`src/common/fsr_cfg.svh`:
```
// Constants of the fault and status register bank: command codes,
// supported-bit layouts and reset values of the alert masks.
// Assumes nothing; included by the package and by the bank.
`ifndef FSR_CFG_SVH
`define FSR_CFG_SVH

// Command codes
`define FSR_CMD_CLEAR_FAULTS   8'h03
`define FSR_CMD_ALERT_MASK     8'h1B
`define FSR_CMD_SUMMARY_BYTE   8'h78
`define FSR_CMD_SUMMARY_WORD   8'h79
`define FSR_CMD_VOUT_STS       8'h7A
`define FSR_CMD_IOUT_STS       8'h7B
`define FSR_CMD_INPUT_STS      8'h7C
`define FSR_CMD_TEMP_STS       8'h7D
`define FSR_CMD_CML_STS        8'h7E
`define FSR_CMD_MAKER_STS      8'h80
`define FSR_CMD_FAULT_LOG_CLR  8'hEC
`define FSR_CMD_PAD_STATE      8'hE5
`define FSR_CMD_COMMON_STS     8'hEF

// Supported, alertable and sticky bits of the status bytes
`define FSR_VOUT_SUPPORT       8'hFE
`define FSR_IOUT_SUPPORT       8'hA0
`define FSR_INPUT_SUPPORT      8'hAA
`define FSR_INPUT_ALERTABLE    8'h80
`define FSR_TEMP_SUPPORT       8'hD0
`define FSR_CML_SUPPORT        8'hFF
`define FSR_MAKER_SHARED       8'hFC
`define FSR_MAKER_PAGED        8'h01
`define FSR_MAKER_STICKY       8'h08

// Field positions
`define FSR_LOG_BIT            3
`define FSR_PLL_BIT            4

// Alert mask reset values
`define FSR_MASK_RST           8'h00
`define FSR_MAKER_MASK_RST     8'h11

`endif

```
`src/rtl/fsr_sync.sv`:
```
// Two-flop synchroniser, one per bit, for pin levels.
// Assumes the inputs are asynchronous to mclk.
`timescale 1ns/10ps

module fsr_sync #(
   parameter int W = 1
) (
   // Clock and reset
   input  wire logic         mclk,
   input  wire logic         rst,
   // Data
   input  wire logic [W-1:0] pinIn,
   output logic      [W-1:0] pinSync
);

   logic [W-1:0] meta_r;

   for (genvar i = 0; i < W; i++) begin : g_bit
      always_ff @(posedge mclk) begin
         if (rst) begin
            meta_r[i]  <= 1'b0;
            pinSync[i] <= 1'b0;
         end else begin
            meta_r[i]  <= pinIn[i];
            pinSync[i] <= meta_r[i];
         end
      end
   end

endmodule : fsr_sync

```
`src/rtl/fsr_w1c_byte.sv`:
```
// One latched status byte: events set bits, write-one and the global
// clear reset non-sticky ones, the sticky clear resets sticky ones, and
// newly set unmasked alertable bits raise an alert event.
// Assumes events and controls come from logic on mclk.
`timescale 1ns/10ps

module fsr_w1c_byte #(
   parameter logic [7:0] SUPPORT   = 8'hFF,
   parameter logic [7:0] ALERTABLE = 8'hFF,
   parameter logic [7:0] STICKY    = 8'h00
) (
   // Clock and reset
   input  wire logic       mclk,
   input  wire logic       rst,
   // Set and clear
   input  wire logic [7:0] evt,
   input  wire logic       clrAll,
   input  wire logic       clrSticky,
   input  wire logic       w1cEn,
   input  wire logic [7:0] w1cData,
   input  wire logic [7:0] alertMask,
   // State
   output logic      [7:0] sts,
   output logic            alertNew,
   output logic            alertHeld
);

   logic [7:0] setBits;
   logic [7:0] clrBits;
   logic [7:0] liveAlert;

   assign setBits   = evt & SUPPORT;
   assign clrBits   = ({8{clrAll}} & ~STICKY) | ({8{clrSticky}} & STICKY)
                    | ({8{w1cEn}} & w1cData & ~STICKY);
   assign liveAlert = SUPPORT & ALERTABLE & ~alertMask;
   // A fault still present through a clear raises the alert again
   assign alertNew  = |(setBits & liveAlert & (~sts | clrBits));
   assign alertHeld = |(sts & liveAlert);

   // Set wins over any clear in the same cycle
   always_ff @(posedge mclk) begin
      if (rst) begin
         sts <= 8'h00;
      end else begin
         sts <= (sts & ~clrBits) | setBits;
      end
   end
endmodule : fsr_w1c_byte

```
`src/rtl/fsr_bank.sv`:
```
// Fault and status register bank of a two-channel power controller.
// Assumes a command engine on mclk presents decoded reads and writes
// and fault events as one-cycle or level signals on mclk; pins synced.
`timescale 1ns/10ps
`include "fsr_cfg.svh"

module fsr_bank (
   // Clock and reset
   input  wire logic            mclk,
   input  wire logic            rst,
   // Command port
   input  wire logic            cmdValid,
   input  wire logic            cmdWrite,
   input  wire logic [7:0]      cmdCode,
   input  wire logic            cmdPage,
   input  wire logic [15:0]     cmdData,
   output logic                 rdValid_r,
   output logic      [15:0]     rdData_r,
   output logic                 alertActive_r,
   // Paged fault events
   input  wire logic [1:0][7:0] voutEvt,
   input  wire logic [1:0][7:0] ioutEvt,
   input  wire logic [1:0][7:0] tempEvt,
   // Shared fault events
   input  wire logic [7:0]      inputEvt,
   input  wire logic [7:0]      cmlEvt,
   input  wire logic [7:0]      makerEvt,
   input  wire logic            busyEvt,
   // Controller levels
   input  wire logic [1:0]      powerGood,
   input  wire logic [1:0]      outputOn,
   input  wire logic            rail3v3Ov,
   input  wire logic            rail3v3Uv,
   input  wire logic            adcInvalid,
   input  wire logic            syncOutOff,
   input  wire logic [1:0]      runDriveLow,
   input  wire logic [1:0]      gpioDriveLow,
   input  wire logic            ctrlBusy,
   input  wire logic            calcPending,
   input  wire logic            outInTransition,
   input  wire logic            nvmInitDone,
   input  wire logic            sharedClkTimeout,
   // Pins
   input  wire logic [1:0]      runPin,
   input  wire logic [1:0]      faultPin,
   input  wire logic            writeProtPin
);

   logic [4:0]      pinSync;
   logic [1:0]      runLvl;
   logic [1:0]      faultLvl;
   logic            wpLvl;
   logic            wrStb;
   logic            clearFaults;
   logic            logClear;
   logic [1:0][7:0] vout;
   logic [1:0][7:0] iout;
   logic [1:0][7:0] temp;
   logic [1:0][7:0] makerPg;
   logic [7:0]      inputSts;
   logic [7:0]      comm_memory_logic_flag;
   logic [7:0]      makerSh;
   logic [1:0][7:0] voutMask_r;
   logic [1:0][7:0] ioutMask_r;
   logic [1:0][7:0] tempMask_r;
   logic [1:0][7:0] makerMask_r;
   logic [7:0]      inputMask_r;
   logic [7:0]      cmlMask_r;
   logic            busySts_r;
   logic [1:0]      extPullEvt;
   logic [1:0]      syncWarm_r;
   logic [7:0]      makerShEvt;
   logic [14:0]     newVec;
   logic [14:0]     heldVec;
   logic            alertNew;
   logic            alertHeld;
   logic [1:0][7:0] sumByte;
   logic [1:0][15:0] sumWord;
   logic [15:0]     padWord;
   logic [7:0]      commonByte;
   logic [7:0]      maskRead;
   logic [15:0]     rdNxt;

   fsr_sync #(.W(5)) u_sync (
      .mclk    (mclk),
      .rst     (rst),
      .pinIn   ({writeProtPin, faultPin, runPin}),
      .pinSync (pinSync)
   );
   assign runLvl   = pinSync[1:0];
   assign faultLvl = pinSync[3:2];
   assign wpLvl    = pinSync[4];

   // Synchronised pins are not yet valid for two cycles after reset
   always_ff @(posedge mclk) begin
      if (rst) begin
         syncWarm_r <= 2'b00;
      end else begin
         syncWarm_r <= {syncWarm_r[0], 1'b1};
      end
   end

   assign wrStb       = cmdValid && cmdWrite;
   assign clearFaults = wrStb && (cmdCode == `FSR_CMD_CLEAR_FAULTS);
   assign logClear    = wrStb && (cmdCode == `FSR_CMD_FAULT_LOG_CLR);

   // Pin held low by someone else while we do not drive it
   assign extPullEvt = ~faultLvl & ~gpioDriveLow & {2{syncWarm_r[1]}};
   assign makerShEvt = {makerEvt[7:3], makerEvt[2] | rail3v3Ov | rail3v3Uv,
                        2'b00};

   for (genvar c = 0; c < 2; c++) begin : g_page
      logic pgWr;
      assign pgWr = wrStb && (cmdPage == 1'(c));

      fsr_w1c_byte #(.SUPPORT(`FSR_VOUT_SUPPORT)) u_vout (
         .mclk (mclk), .rst (rst), .clrAll (clearFaults), .clrSticky (1'b0),
         .evt (voutEvt[c]), .w1cData (cmdData[7:0]),
         .w1cEn (pgWr && cmdCode == `FSR_CMD_VOUT_STS),
         .alertMask (voutMask_r[c]), .sts (vout[c]),
         .alertNew (newVec[c]), .alertHeld (heldVec[c])
      );
      fsr_w1c_byte #(.SUPPORT(`FSR_IOUT_SUPPORT)) u_iout (
         .mclk (mclk), .rst (rst), .clrAll (clearFaults), .clrSticky (1'b0),
         .evt (ioutEvt[c]), .w1cData (cmdData[7:0]),
         .w1cEn (pgWr && cmdCode == `FSR_CMD_IOUT_STS),
         .alertMask (ioutMask_r[c]), .sts (iout[c]),
         .alertNew (newVec[2+c]), .alertHeld (heldVec[2+c])
      );
      fsr_w1c_byte #(.SUPPORT(`FSR_TEMP_SUPPORT)) u_temp (
         .mclk (mclk), .rst (rst), .clrAll (clearFaults), .clrSticky (1'b0),
         .evt (tempEvt[c]), .w1cData (cmdData[7:0]),
         .w1cEn (pgWr && cmdCode == `FSR_CMD_TEMP_STS),
         .alertMask (tempMask_r[c]), .sts (temp[c]),
         .alertNew (newVec[4+c]), .alertHeld (heldVec[4+c])
      );
      fsr_w1c_byte #(.SUPPORT(`FSR_MAKER_PAGED)) u_mkpg (
         .mclk (mclk), .rst (rst), .clrAll (clearFaults), .clrSticky (1'b0),
         .evt ({7'h00, extPullEvt[c]}), .w1cData (cmdData[7:0]),
         .w1cEn (pgWr && cmdCode == `FSR_CMD_MAKER_STS),
         .alertMask (makerMask_r[c]), .sts (makerPg[c]),
         .alertNew (newVec[6+c]), .alertHeld (heldVec[6+c])
      );

      // Summary byte and word per page
      always_comb begin
         sumByte[c] = {busySts_r, ~outputOn[c], vout[c][7], iout[c][7],
                       1'b0, |temp[c], |comm_memory_logic_flag, |inputSts};
         sumWord[c] = {|vout[c], |iout[c], |inputSts,
                       |(makerSh | makerPg[c]), ~powerGood[c], 3'b000,
                       sumByte[c]};
      end
   end

   fsr_w1c_byte #(.SUPPORT(`FSR_INPUT_SUPPORT),
                  .ALERTABLE(`FSR_INPUT_ALERTABLE)) u_input (
      .mclk (mclk), .rst (rst), .clrAll (clearFaults), .clrSticky (1'b0),
      .evt (inputEvt), .w1cData (cmdData[7:0]),
      .w1cEn (wrStb && cmdCode == `FSR_CMD_INPUT_STS),
      .alertMask (inputMask_r), .sts (inputSts),
      .alertNew (newVec[8]), .alertHeld (heldVec[8])
   );
   fsr_w1c_byte #(.SUPPORT(`FSR_CML_SUPPORT)) u_cml (
      .mclk (mclk), .rst (rst), .clrAll (clearFaults), .clrSticky (1'b0),
      .evt (cmlEvt), .w1cData (cmdData[7:0]),
      .w1cEn (wrStb && cmdCode == `FSR_CMD_CML_STS),
      .alertMask (cmlMask_r), .sts (comm_memory_logic_flag),
      .alertNew (newVec[9]), .alertHeld (heldVec[9])
   );
   fsr_w1c_byte #(.SUPPORT(`FSR_MAKER_SHARED),
                  .STICKY(`FSR_MAKER_STICKY)) u_mksh (
      .mclk (mclk), .rst (rst), .clrAll (clearFaults), .clrSticky (logClear),
      .evt (makerShEvt), .w1cData (cmdData[7:0]),
      .w1cEn (wrStb && cmdCode == `FSR_CMD_MAKER_STS),
      .alertMask (makerMask_r[0] & makerMask_r[1]), .sts (makerSh),
      .alertNew (newVec[10]), .alertHeld (heldVec[10])
   );
   assign newVec[14:11]  = {3'b000, busyEvt && !busySts_r};
   assign heldVec[14:11] = {3'b000, busySts_r};

   // Busy fault of the summary byte
   always_ff @(posedge mclk) begin
      if (rst) begin
         busySts_r <= 1'b0;
      end else begin
         busySts_r <= busyEvt || (busySts_r && !clearFaults);
      end
   end

   // Alert mask settings: data low byte names register, high byte mask
   always_ff @(posedge mclk) begin
      if (rst) begin
         voutMask_r  <= {2{`FSR_MASK_RST}};
         ioutMask_r  <= {2{`FSR_MASK_RST}};
         tempMask_r  <= {2{`FSR_MASK_RST}};
         makerMask_r <= {2{`FSR_MAKER_MASK_RST}};
         inputMask_r <= `FSR_MASK_RST;
         cmlMask_r   <= `FSR_MASK_RST;
      end else if (wrStb && cmdCode == `FSR_CMD_ALERT_MASK) begin
         case (cmdData[7:0])
            `FSR_CMD_VOUT_STS:  voutMask_r[cmdPage]  <= cmdData[15:8];
            `FSR_CMD_IOUT_STS:  ioutMask_r[cmdPage]  <= cmdData[15:8];
            `FSR_CMD_TEMP_STS:  tempMask_r[cmdPage]  <= cmdData[15:8];
            `FSR_CMD_MAKER_STS: makerMask_r[cmdPage] <= cmdData[15:8];
            `FSR_CMD_INPUT_STS: inputMask_r          <= cmdData[15:8];
            `FSR_CMD_CML_STS:   cmlMask_r            <= cmdData[15:8];
            default:            cmlMask_r            <= cmlMask_r;
         endcase
      end
   end

   assign alertNew  = |newVec;
   assign alertHeld = |heldVec;

   // Alert: new unmasked bit sets it, clear-faults or no held bit drops it
   always_ff @(posedge mclk) begin
      if (rst) begin
         alertActive_r <= 1'b0;
      end else begin
         alertActive_r <= alertNew
                       || (alertActive_r && alertHeld && !clearFaults);
      end
   end

   assign padWord = {rail3v3Ov, rail3v3Uv, 2'b00, adcInvalid, syncOutOff,
                     powerGood, runDriveLow, runLvl, gpioDriveLow,
                     faultLvl};
   assign commonByte = {!alertActive_r, !ctrlBusy, !calcPending,
                        !outInTransition, nvmInitDone, 1'b0,
                        sharedClkTimeout, wpLvl};

   always_comb begin
      case (cmdData[7:0])
         `FSR_CMD_VOUT_STS:  maskRead = voutMask_r[cmdPage];
         `FSR_CMD_IOUT_STS:  maskRead = ioutMask_r[cmdPage];
         `FSR_CMD_TEMP_STS:  maskRead = tempMask_r[cmdPage];
         `FSR_CMD_MAKER_STS: maskRead = makerMask_r[cmdPage];
         `FSR_CMD_INPUT_STS: maskRead = inputMask_r;
         `FSR_CMD_CML_STS:   maskRead = cmlMask_r;
         default:            maskRead = 8'h00;
      endcase
   end

   always_comb begin
      case (cmdCode)
         `FSR_CMD_SUMMARY_BYTE: rdNxt = {8'h00, sumByte[cmdPage]};
         `FSR_CMD_SUMMARY_WORD: rdNxt = sumWord[cmdPage];
         `FSR_CMD_VOUT_STS:     rdNxt = {8'h00, vout[cmdPage]};
         `FSR_CMD_IOUT_STS:     rdNxt = {8'h00, iout[cmdPage]};
         `FSR_CMD_INPUT_STS:    rdNxt = {8'h00, inputSts};
         `FSR_CMD_TEMP_STS:     rdNxt = {8'h00, temp[cmdPage]};
         `FSR_CMD_CML_STS:      rdNxt = {8'h00, comm_memory_logic_flag};
         `FSR_CMD_MAKER_STS:    rdNxt = {8'h00, makerSh | makerPg[cmdPage]};
         `FSR_CMD_PAD_STATE:    rdNxt = padWord;
         `FSR_CMD_COMMON_STS:   rdNxt = {8'h00, commonByte};
         `FSR_CMD_ALERT_MASK:   rdNxt = {8'h00, maskRead};
         default:               rdNxt = 16'h0000;
      endcase
   end

   // Read answer one cycle after the request
   always_ff @(posedge mclk) begin
      if (rst) begin
         rdValid_r <= 1'b0;
         rdData_r  <= 16'h0000;
      end else begin
         rdValid_r <= cmdValid && !cmdWrite;
         if (cmdValid && !cmdWrite) begin
            rdData_r <= rdNxt;
         end
      end
   end
endmodule : fsr_bank

```
`config.mk`:
```
export PLATFORM = sky130hd
export DESIGN_NAME = fsr_bank
export DESIGN_NICKNAME = d
export VERILOG_FILES = /design/src/rtl/fsr_sync.sv /design/src/rtl/fsr_w1c_byte.sv /design/src/rtl/fsr_bank.sv
export VERILOG_INCLUDE_DIRS = /design/src /design/src/common
export SDC_FILE = /design/constraint.sdc
export NUM_CORES = 1
export LEC_CHECK = 0
export ABC_CLOCK_PERIOD_IN_PS = 4110
export BUFFER_PORTS_ARGS = -buffer_cell sky130_fd_sc_hd__buf_4
export CORE_MARGIN = 3
export CORE_UTILIZATION = 60
export CTS_CLUSTER_DIAMETER = 80
export DETAILED_ROUTE_END_ITERATION = 10
export GPL_TIMING_DRIVEN = 0
export MAX_ROUTING_LAYER = met4
export PLACE_DENSITY = 0.93
export SKIP_LAST_GASP = 1
export SLEW_MARGIN = 20
export SYNTH_ARGS = -nofsm -noshare
export SYNTH_HDL_FRONTEND = slang
export SYNTH_SLANG_ARGS = --single-unit
```
`constraint.sdc`:
```
create_clock -name mclk -period 4.11 [get_ports mclk]
set_input_delay 0.2055 -clock mclk [delete_from_list [all_inputs] [get_ports mclk]]
set_output_delay 0.2055 -clock mclk [all_outputs]
set_load 0.01 [all_outputs]
```
# After elaboration in Yosys (flattened, before gate mapping)
# Cells that the tools add are included.
[word_totals]
regBits = 199
latch_bits = 0
mem_bits_rw = 0
romBits = 0
elab_cells = 274
mem_count = 0
[classes]
addsub = 0
mul = 0
div = 0
n_lt_le_gt_ge = 2
eq_ne = 19
shift = 0
mux = 29
bitwise = 137
reduce_logical = 50
[ops]
columns = ["operator", "count"]
rows = [
  ["bitwise AND 8 bit", 52],
  ["OR 8 bit", 34],
  ["NOT 8 bit", 31],
  ["OR reduction 89 bit", 2],
  ["one-hot mux 16 bit (11 select lines)", 1],
  ["2-to-1 mux 8 bit", 18],
  ["equality test 8 x 7 -> 1 bit, second input constant", 12],
  ["OR reduction 8 bit", 10],
  ["bitwise mux 16 bit", 4],
  ["one-hot mux 8 bit (6 select lines)", 1],
  ["equality test 8 bit, second input constant", 5],
  ["2-to-1 mux 16 bit", 2],
  ["logical AND 1 bit", 23],
  ["bitwise AND 8 x 1 -> 8 bit", 2],
  ["OR 8 x 1 -> 8 bit", 2],
  ["AND reduction 2 bit", 6],
  ["demux 8 bit (select 1 bit)", 1],
  ["equality test 8 x 2 -> 1 bit, second input constant", 1],
  ["equality test 8 x 5 -> 1 bit, second input constant", 1],
  ["OR 8 x 4 -> 8 bit", 1],
  ["zero test 1 bit", 7],
  ["2-to-1 mux 7 bit", 1],
  ["NOT 1 bit", 7],
  ["bitwise AND 2 bit", 2],
  ["other kinds (7)", 11],
]

# Longest topological paths before layout
# Gate-level depths: netlist of run 1.
[logic_depth]
depth_word = 9
mapped_depth = 10
ltp_nobuf = 7

# Cells and area by module
# From an unflattened synthesis of run 1, not the netlist that was laid out.
[hier_totals]
hier_cells = 1191
area_unflattened_um2 = 10233.6
[by_module_without_submodules]
columns = ["mod", "n_inst", "cells_per_inst", "area_each_um2", "seq_area_each_um2"]
rows = [
  ["fsr_bank", 1, 718, 6013.3, 2021.9],
  ["fsr_w1c_byte (g_page[0].u_vout ...)", 2, 54, 452.9, 160.2],
  ["fsr_w1c_byte (g_page[0].u_temp ...)", 2, 41, 345.3, 160.2],
  ["fsr_w1c_byte (g_page[0].u_iout ...)", 2, 32, 312.8, 160.2],
  ["fsr_w1c_byte (g_page[0].u_mkpg ...)", 2, 29, 281.5, 160.2],
  ["fsr_w1c_byte (u_cml)", 1, 61, 473.0, 160.2],
  ["fsr_w1c_byte (u_mksh)", 1, 47, 397.9, 160.2],
  ["fsr_w1c_byte (u_input)", 1, 33, 301.5, 160.2],
  ["fsr_sync", 1, 20, 262.8, 200.2],
]

# Least setup slack after synthesis of run 1
# Ideal clock, no wire load.
[synth_path]
kind = "input -> register"
startpoint = "input cmdData[1]"
endpoint = "register voutMask_r[4] in the netlist's numbering"
setup_ns = 0.128
t_arrival_ns = 1.781
required_time_ns = 3.982
slack_ns = 2.202
path_stages = 8
path_buffers = 3
cell_sequence = "clkbuf_1 -> nand2b_1 -> or4_1 -> buf_2 -> or3_1 -> buf_6 -> mux2i_1 -> nor2_1"
[synth_between]
elab_chain_len = 2
[synth_rtl]
columns = ["item", "line", "source"]
rows = [
  ["start: declaration", "fsr_bank.sv:16", "input wire logic [15:0] cmdData,"],
  ["equality test 8 x 7 -> 1 bit", "fsr_bank.sv:200", "case (cmdData[7:0])"],
  ["AND reduction 2 bit (no source line)", "n/a", ""],
  ["end signal: assignment", "fsr_bank.sv:193", "voutMask_r <= {2{`FSR_MASK_RST}};"],
  ["end signal: indexed assignment", "fsr_bank.sv:201", "`FSR_CMD_VOUT_STS: voutMask_r[cmdPage] <= cmdData[15:8];"],
  ["end: declaration", "fsr_bank.sv:63", "logic [1:0][7:0] voutMask_r;"],
]
# No other way between the ends.
# A chain may end at the register's enable or synchronous reset.

# Worst setup path in the final report of run 1
[layout_path]
startpoint = "input cmdPage"
endpoint = "register rdData_r[4]"
[layout_between]
elab_chain_len = 4
word_cells_on_any_way = 23
cone_classes = "22 x mux; 1 x bitwise"
[layout_rtl]
columns = ["item", "line", "source"]
rows = [
  ["start: declaration", "fsr_bank.sv:15", "input wire logic cmdPage,"],
  ["2-to-1 mux 8 bit, on equally long branches (2 in series)", "n/a", ""],
  ["one-hot mux 8 bit (6 select lines) or OR 8 bit (tied branches)", "fsr_bank.sv:233, fsr_bank.sv:253", ""],
  ["one-hot mux 16 bit (11 select lines) *", "fsr_bank.sv:245", "case (cmdCode)"],
  ["end signal: assignment", "fsr_bank.sv:269", "rdData_r <= rdNxt;"],
  ["end: declaration", "fsr_bank.sv:18", "output logic [15:0] rdData_r,"],
]
# Every way passes the cells marked *; elsewhere a longest branch is shown, timed or not. The select of a mux whose other input is x is not followed.

==> summary.txt, run 1 <==
Run status
  • Status: finished, final reports clean

Placed design
  • Setup WS pre-CTS: around 1100 ps
  • Placer Congestion: 1.115
  • DP Wirelength: approximately 33 mm
  • Area after DPL: 10940 µm²
  • Port-buffer cells: 96

Power
  • Pwr dens: around 360 nW/µm²
  • Flop pwr share: 48.3%
  • Clock share of power: 41.0%
  • Power Internal: 0.003039 W
  • Switching Fraction: 27.91%
  • Combinational share of power: 10.8%
  • VDD IR max: 0.3138 mV
  • Pleak: 4.828 nW
  • Switching power: 0.001177 W

Drt
  • Total wire length: 44.98 mm
  • DRC: 0
  • Initial DRC Count: 2237
  • Router iterations before antenna repair: 7
  • Vias/cell: 7.130
  • Antenna-violating nets left: 0
  • DR WL/cell: 28.74 µm
  • Vias: 11160

Global routing
  • Gr ovfl total: 0
  • Initial antenna violation count: 0
  • Pin count of the biggest net entering global routing: 19
  • First-pass GRT wire length: about 66 mm
  • GRT Overall Usage: between 50% and 60%
  • Vias in the first global route: 10480

Clocking
  • # Post-CTS Setup Buffers: 0
  • Post-CTS Resized: 0
  • CTS tree: built
  • Worst-path clk slew: ~80 ps
  • Max Root-Sink Buffers: 2
  • Clk sinks: 199
  • CTS H-tree lvls: 4
  • Num CTS Buffers: 17
  • Clock root cell: clkbuf_16
  • Clock latency on the worst-skew pair: 450 ps

STA
  • Fin crit period: 2841 ps
  • Final Hold Viols: 0
  • FMAX: 352.0 MHz
  • Slew headroom: 20.77%
  • Pins over their slew limit: 0
  • Period Utilization, post-route: 69.12%
  • Clock skew: 11.09 ps
  • Final worst slack: 1269 ps
  • WHS: 2.703 ps
  • Final setup vio count: 0
  • Setup tns final: 0 ps
  • Unrepaired setup endpoints after global routing: no
  • Slew @ Worst Pin: about 1200 ps

Critical path
  • Bufs and invs on worst path: 2
  • Req. time, crit path: between 4000 and 5000 ps
  • Crit path DAT: 3160 ps
  • Worst Setup End Kind: register
  • CP max stage delay: 920 ps
  • R2R setup slack: between 1000 and 1500 ps
  • Critical path cell sequence: buf_2 > buf_1 > mux2i_1 > o22ai_1 > a221oi_1 > a21oi_1 > nor3_1 > o21ai_0
  • CP startpoint kind: primary input
  • Crit-path slowest cell: buf_1
  • CP Depth: 8
  • Cell family with most CP delay: buffers and inverters
  • Critical path type: in2reg
  • R2R cell count: 7
  • Crit Path Max Fanout: 10

Final layout
  • Nets@finish: 1460
  • Layout area overhead: 17.69%
  • Design Area, Final: 11700 µm²
  • Commonest non-fill, non-tap cell in the layout: dfxtp_1
  • Most frequent cells in the layout: 199 x dfxtp_1, 146 x nand2_1, 140 x nor2_1, 116 x mux2i_1, 98 x buf_4
  • Layout cells sized above 1: 13.94%
  • Diode count: 0

Logic synthesis
  • Synthesized cell area: slightly below 10000 µm²
  • Main flop type after synthesis: dfxtp_1
  • Unique masters post-synth: 66
  • Post-synthesis sequential area ratio: 40.09%
  • Number of synthesized register bits: 199
  • Syn. warnings: 0
  • Synth Instances: 1206
  • EDFF count, synth: 0
  • Post-synth ARST share: 0%
  • Syn avg cell area: between 8 and 9 µm²
  • Post-Syn Nets: 1330

Hold path
  • Hold Path Class: in2reg
  • Hold Path Depth: 3

Floorplanning
  • IO Pins: 142
  • Chip width: 134.7 µm
  • Die area: 18140 µm²
  • Placement row count: 46
  • Core outline area: 16060 µm²
  • Height of the die: 134.7 µm
  • Initial core utilization: just over 60%

Run
  • Max-cap violations: 0
-- cell usage after synthesis, drive strengths merged (3+ instances only) --
master | n | share of area (%)
nand2b | 34 | 2.1
nand2 | 146 | 5.5
buf | 27 | 1.4
a221oi | 7 | 0.62
o21ai | 28 | 1.4
or4 | 5 | 0.38
o22ai | 20 | 1.3
clkbuf | 52 | 2.0
a211oi | 9 | 0.68
o2111a | 4 | 0.45
mux2i | 116 | 12
a222oi | 6 | 0.60
a22oi | 10 | 0.76
mux2 | 15 | 1.7
a2111oi | 8 | 0.71
dfxtp | 199 | 40
nor4 | 33 | 2.3
nand3 | 34 | 1.8
a31oi | 39 | 2.5
nor2 | 144 | 5.6
or3 | 10 | 0.63
or3b | 3 | 0.26
nor3b | 8 | 0.60
nand3b | 3 | 0.23
nor2b | 33 | 2.1
a21oi | 93 | 4.7
o211ai | 12 | 0.91
o2111ai | 3 | 0.26
and2 | 3 | 0.19
nand4 | 15 | 1.0
inv | 28 | 1.1
nor3 | 21 | 1.3
and3 | 7 | 0.44
-- area by class of cell --
| type | instances | area, µm² |
|---|---|---|
| Buffer | 79 | 336.6 |
| Clock buffer | 21 | 470.5 |
| Clock inverter | 11 | 128.9 |
| Fill cell | 1253 | 4362 |
| Inverter | 29 | 108.9 |
| Multi-Input combinational cell | 899 | 5527 |
| Sequential cell | 199 | 3984 |
| Tap cell | 216 | 270.3 |
| Timing Repair Buffer | 111 | 870.8 |
-- layer usage --
layer	vias to the layer above	global-route usage (%)	wire length, µm
met5	-	-	0
met4	0	27.38	3166
met3	245	16.17	7328
met2	1153	70.23	18180
met1	5149	65.13	16300
li1	4612	-	-
-- worst reg2reg max path, stage by stage, from the launching register on --
cell and delay (ps):
dfxtp_1 500, inv_1 120, a2111oi_0 960, nand4_1 250, o211ai_1 260, nand4_1 120
nor4_1 300, a41oi_1 140
-- state kept, by name (all words and copies together) (netlist names), 16 cells and up --
| register | flops |
|---|---|
| g_page.u_mkpg.sts | 16 |
| g_page.u_iout.sts | 16 |
| g_page.u_vout.sts | 16 |
| tempMask_r | 16 |
| voutMask_r | 16 |
| g_page.u_temp.sts | 16 |
| rdData_r | 16 |
| makerMask_r | 16 |
| ioutMask_r | 16 |
-- repair_timing --
| item | CTS | global route |
|---|---|---|
| hold buffers | 15 | 0 |
| setup endpoints to repair | 0 | 0 |
| endpoints found under the hold margin | 15 | 0 |
-- final timing paths --
path	from	to
min reg2reg	g_page[1].u_temp.sts[1]$_SDFF_PP0_	g_page[1].u_temp.sts[1]$_SDFF_PP0_
max reg2reg	ioutMask_r[15]$_SDFFE_PP0P_	alertActive_r$_SDFF_PP0_
min	tempEvt[6]	g_page[0].u_temp.sts[6]$_SDFF_PP0_
max	cmdPage	rdData_r[4]$_SDFFE_PP0P_
-- power groups by stage --
stage,Sequential [W],Combinational [W],Clock [W]
after detailed placement,0.00207,0.000409,0
after global routing,0.00203,0.000467,0.00179
after CTS,0.00203,0.000425,0.00171
after floorplan,0.00204,0.000218,0
after global placement,0.00207,0.000406,0
final,0.00203,0.000454,0.00173
-- per-stage QoR --
stage               std cells  util (%)  power (W)
finish                   1565     72.84   0.004216
global route             1565     72.84   0.004287
CTS                      1565     72.81   0.004157
detailed placement       1518     68.14   0.002480
global placement         1518     68.06   0.002477
floorplan                1206         -   0.002256
-- logic make-up (layout without fill, tap and decap cells) --
kind of cell / Yosys count / in the layout / synth area share, %
DFF: 199 / 199 / 40.09
and+or+nand+nor: 509 / 509 / 25.38
AOI/OAI and AO/OA: 259 / 259 / 16.67
muxes: 131 / 131 / 13.38
buffers and inverters: 108 / 251 / 4.482
Power figures use the tool's default switching activity.
==> run 2: changes to the inputs <==
--- a/config.mk
+++ b/config.mk
@@ -6,15 +6,16 @@
 export SDC_FILE = /design/constraint.sdc
 export NUM_CORES = 1
 export LEC_CHECK = 0
-export ABC_CLOCK_PERIOD_IN_PS = 4110
+export ABC_AREA = 1
+export ABC_CLOCK_PERIOD_IN_PS = 2300
 export BUFFER_PORTS_ARGS = -buffer_cell sky130_fd_sc_hd__buf_4
 export CORE_MARGIN = 3
-export CORE_UTILIZATION = 60
+export CORE_UTILIZATION = 52
 export CTS_CLUSTER_DIAMETER = 80
 export DETAILED_ROUTE_END_ITERATION = 10
 export GPL_TIMING_DRIVEN = 0
 export MAX_ROUTING_LAYER = met4
-export PLACE_DENSITY = 0.93
+export PLACE_DENSITY = 0.86
 export SKIP_LAST_GASP = 1
 export SLEW_MARGIN = 20
 export SYNTH_ARGS = -nofsm -noshare
==> constraint.sdc (replaced) <==
create_clock -name mclk -period 2.3 [get_ports mclk]
set_input_delay 0.115 -clock mclk [delete_from_list [all_inputs] [get_ports mclk]]
set_output_delay 0.115 -clock mclk [all_outputs]
set_load 0.01 [all_outputs]
==> run 2 against run 1 <==
  * Die area is 17% higher
  * Cell count is 28% higher
  * Sequential share of layout area is 2.0 points lower
  * Area after synthesis is 1.7% higher
  * Critical path depth is 5 higher
  * Largest cell class unchanged
  * Largest power group unchanged
==> summary.txt, run 2 <==
Logic synthesis
  • Main flop type after synthesis: dfxtp_1
  • Yosys top cell by area: dfxtp_1
  • Number of synthesized register bits: 199 (unchanged)
  • Syn. warnings: 0 (unchanged)
  • Unique masters post-synth: 41 (-38%)
  • Most used standard cell by instance count after synthesis: nand2_1
  • Post-Syn Nets: 1676 (+26%)
  • Synth Instances: 1552 (+29%)
  • EDFF count, synth: 0 (unchanged)
  • Syn avg cell area: 6.515 µm² (-21%)
  • Post-synthesis sequential area ratio: 39.40% (-0.68 points)
  • Xor-xnor portion of the synthesized cell area: 0% (unchanged)
  • Mux cell area share after synthesis: 0.2970% (-13 points)
  • Compound-gate portion of the synthesized area: 20.29% (+3.6 points)
  • Post-Synth Adder-Cell Area: 0% (unchanged)
  • Post-synth ARST share: 0% (unchanged)
  • Simple logic cell fraction of the synthesized area: 29.04% (+3.7 points)
  • Share of the synthesized area in the top cell type: 39.40% (-0.68 points)
  • Synth area leaders: dfxtp_1 39%, nand2_1 14%, o21ai_0 8.5%
  • Post-synth top cells: 370 x nand2_1, 209 x inv_1, 199 x dfxtp_1, 184 x nor2_1, 171 x o21ai_0
  • Largest family of logic cells by synthesized area: simple AND/OR/NAND/NOR gates
  • Synthesized cell area: 10110 µm² (+1.7%)

Drt
  • Vias/cell: 6.003 (-16%)
  • Vias: 12070 (+8.1%)
  • DR WL/cell: 23.40 µm (-19%)
  • DRC: 0 (unchanged)
  • Antenna-violating nets left: 0 (unchanged)
  • Initial DRC Count: 1976 (-12%)
  • Total wire length: 47.04 mm (+4.6%)
  • Router iterations before antenna repair: 6 (-1)

Placed design
  • DP Wirelength: 36.06 mm (+8.2%)
  • Placer Congestion: 1.115 (about the same)
  • Area after DPL: 11260 µm² (+2.9%)
  • Port-buffer cells: 110 (+15%)

Floorplanning
  • IO Pins: 142 (unchanged)
  • Core outline area: 18890 µm² (+18%)
  • Initial core utilization: 53.52% (-8.4 points)
  • Height of the die: 145.4 µm (+8.0%)
  • Die area: 21150 µm² (+17%)
  • Chip width: 145.4 µm (+8.0%)
  • Placement row count: 50 (+8.7%)

Global routing
  • Gr ovfl total: 0 (unchanged)
  • Initial antenna violation count: 1 (+1)
  • First-pass GRT wire length: 68.81 mm (+4.9%)
  • Pin count of the biggest net entering global routing: 21 (+2)
  • Vias in the first global route: 11230 (+7.2%)
  • GRT Overall Usage: 44.60% (-5.9 points)

STA
  • Clock skew: 13.82 ps (+2.729 ps)
  • Period Utilization, post-route: between 90% and 100%
  • Fin crit period: 2286 ps
  • FMAX: 437.4 MHz
  • Pins over their slew limit: 0 (unchanged)
  • Unrepaired setup endpoints after global routing: no
  • Slew @ Worst Pin: 1021 ps (-167.0 ps)
  • Slew headroom: 31.90% (+11 points)
  • Final setup vio count: 0 (unchanged)
  • Final Hold Viols: 0 (unchanged)

Critical path
  • Critical path type: in2reg
  • Crit path DAT: 2690 ps (-470 ps)
  • Cell family with most CP delay: simple AND/OR/NAND/NOR gates
  • CP max stage delay: 760 ps (-160 ps)
  • Most used cell, CP: nand3_1
  • CP startpoint kind: primary input
  • Crit Path Max Fanout: 8 (-2)
  • Critical path cell sequence: buf_4 > nand2_1 > nor2_1 > inv_1 > nor2_2 > nand2_1 > nand3_1 > nand3_1 > nand3_1 > nor2_1 > nand3_1 > nand2_1 > inv_1
  • Worst Setup End Kind: register
  • Crit-path slowest cell: nor2_1
  • Bufs and invs on worst path: 3 (+1)
  • Req. time, crit path: 2700 ps (-1730 ps)

Clocking
  • Worst-path clk slew: 80 ps (about the same)
  • Clk sinks: 199 (unchanged)
  • Num CTS Buffers: 17 (unchanged)
  • Clock root cell: clkbuf_16
  • Clock latency on the worst-skew pair: 460 ps (about the same)
  • CTS H-tree lvls: 4 (unchanged)
  • Max Root-Sink Buffers: 2 (unchanged)
  • # Post-CTS Setup Buffers: 0 (unchanged)
  • CTS tree: built

Final layout
  • Design Area, Final: 12410 µm² (+6.1%)
  • Nets@finish: 1860 (+27%)
  • Layout cells sized above 1: 11.03% (-2.9 points)
  • Util after Layout: 65.68% (-7.2 points)
  • Commonest non-fill, non-tap cell in the layout: nand2_1
  • Most frequent cells in the layout: 370 x nand2_1, 209 x inv_1, 199 x dfxtp_1, 184 x nor2_1, 171 x o21ai_0
  • Layout area overhead: 22.72%

Power
  • Pleak: 5.415 nW (+12%)
  • Pwr dens: 612.7 nW/µm² (+70%)
  • VDD IR max: 0.5895 mV (+88%)

Run
  • Max-cap violations: 0 (unchanged)

Hold path
  • Hold Path Class: in2reg

Run status
  • Status: finished, final reports clean
-- run 2: changes by cell type after synthesis, moves of 19 or more --
cell	before	now
a21oi_1	93	153
a31oi_1	39	5
inv_1	28	209
mux2i_1	116	3
nand2_1	146	370
nand2b_1	34	0
nand4_1	14	33
nor2_1	140	184
nor2b_1	33	0
nor4_1	31	8
o21ai_0	28	171
-- run 2: routing by layer --
layer	vias up	track usage [%]	wire length, µm
li1	5429	-	-
met1	5491	53.61	17150
met2	919	66.25	20230
met3	227	10.96	5693
met4	0	30.06	3966
met5	-	-	0
-- run 2: timing repair --
action                                 4_1_cts  5_1_grt
gates resized for setup                      0        2
hold buffers                                55        0
endpoints found under the hold margin       58        0
setup endpoints to repair                    0        1
-- run 2: stage by stage --
step	cells	hold slack, ps	total power [W]	setup TNS (ps)	setup slack [ps]
floorplan	1552	222.0	0.004054	0	694.7
global placement	1922	318.4	0.004484	-1757	-264.4
detailed placement	1922	321.3	0.004491	-1963	-285.3
CTS	2009	1.038	0.007529	0	96.78
global route	2010	23.42	0.007776	0	10.62
finish	2010	5.096	0.007602	0	13.96
-- run 2: worst paths after layout --
check | startpoint | endpoint | slack [ps] | depth (start not counted)
worst max-delay path | cmdWrite | alertActive_r$_SDFF_PP0_ | 10 | 13
worst min-delay path | cmdData[15] | ioutMask_r[7]$_SDFFE_PP0P_ | 5 | 3
worst max register to register | voutMask_r[9]$_SDFFE_PP0P_ | alertActive_r$_SDFF_PP0_ | 410 | 13
worst min register to register | u_sync.meta_r[3]$_SDFF_PP0_ | u_sync.pinSync[3]$_SDFF_PP0_ | 410 | 2
-- run 2: worst reg2reg max path, delay by kind of cell (launching register included) --
| kind | cells | cell delay [ps] |
|---|---|---|
| simple gates | 10 | 1140 |
| flops | 1 | 400 |
| buf+inv | 2 | 160 |
| compound gates | 1 | 100 |
-- run 2: report_power, final --
part / switching (W) / leakage, nW / internal [W]
logic: 0.000630 / 3.51 / 0.000329
registers: 0.0000664 / 1.62 / 0.00351
clock network: 0.00160 / 0.279 / 0.00146
total: 0.00230 / 5.41 / 0.00530
-- run 2: final cells by class --
cell class	count	area (µm²)
flip-flops and latches	199	3984
clock buffers	18	429.2
fillers	1729	6485
well taps	260	325.3
repair buffers	165	1376
clock inverters	14	162.7
diodes	1	2.502
multi-input cells	1077	5019
inverters	214	805.8
plain buffers	62	304.0
-- run 2: cells by family (layout without fill, tap and decap cells) --
family / after synthesis / after routing
buf+inv: 276 / 473
other cells: 0 / 1
compound gates: 381 / 381
flops: 199 / 199
simple gates: 693 / 693
mux: 3 / 3
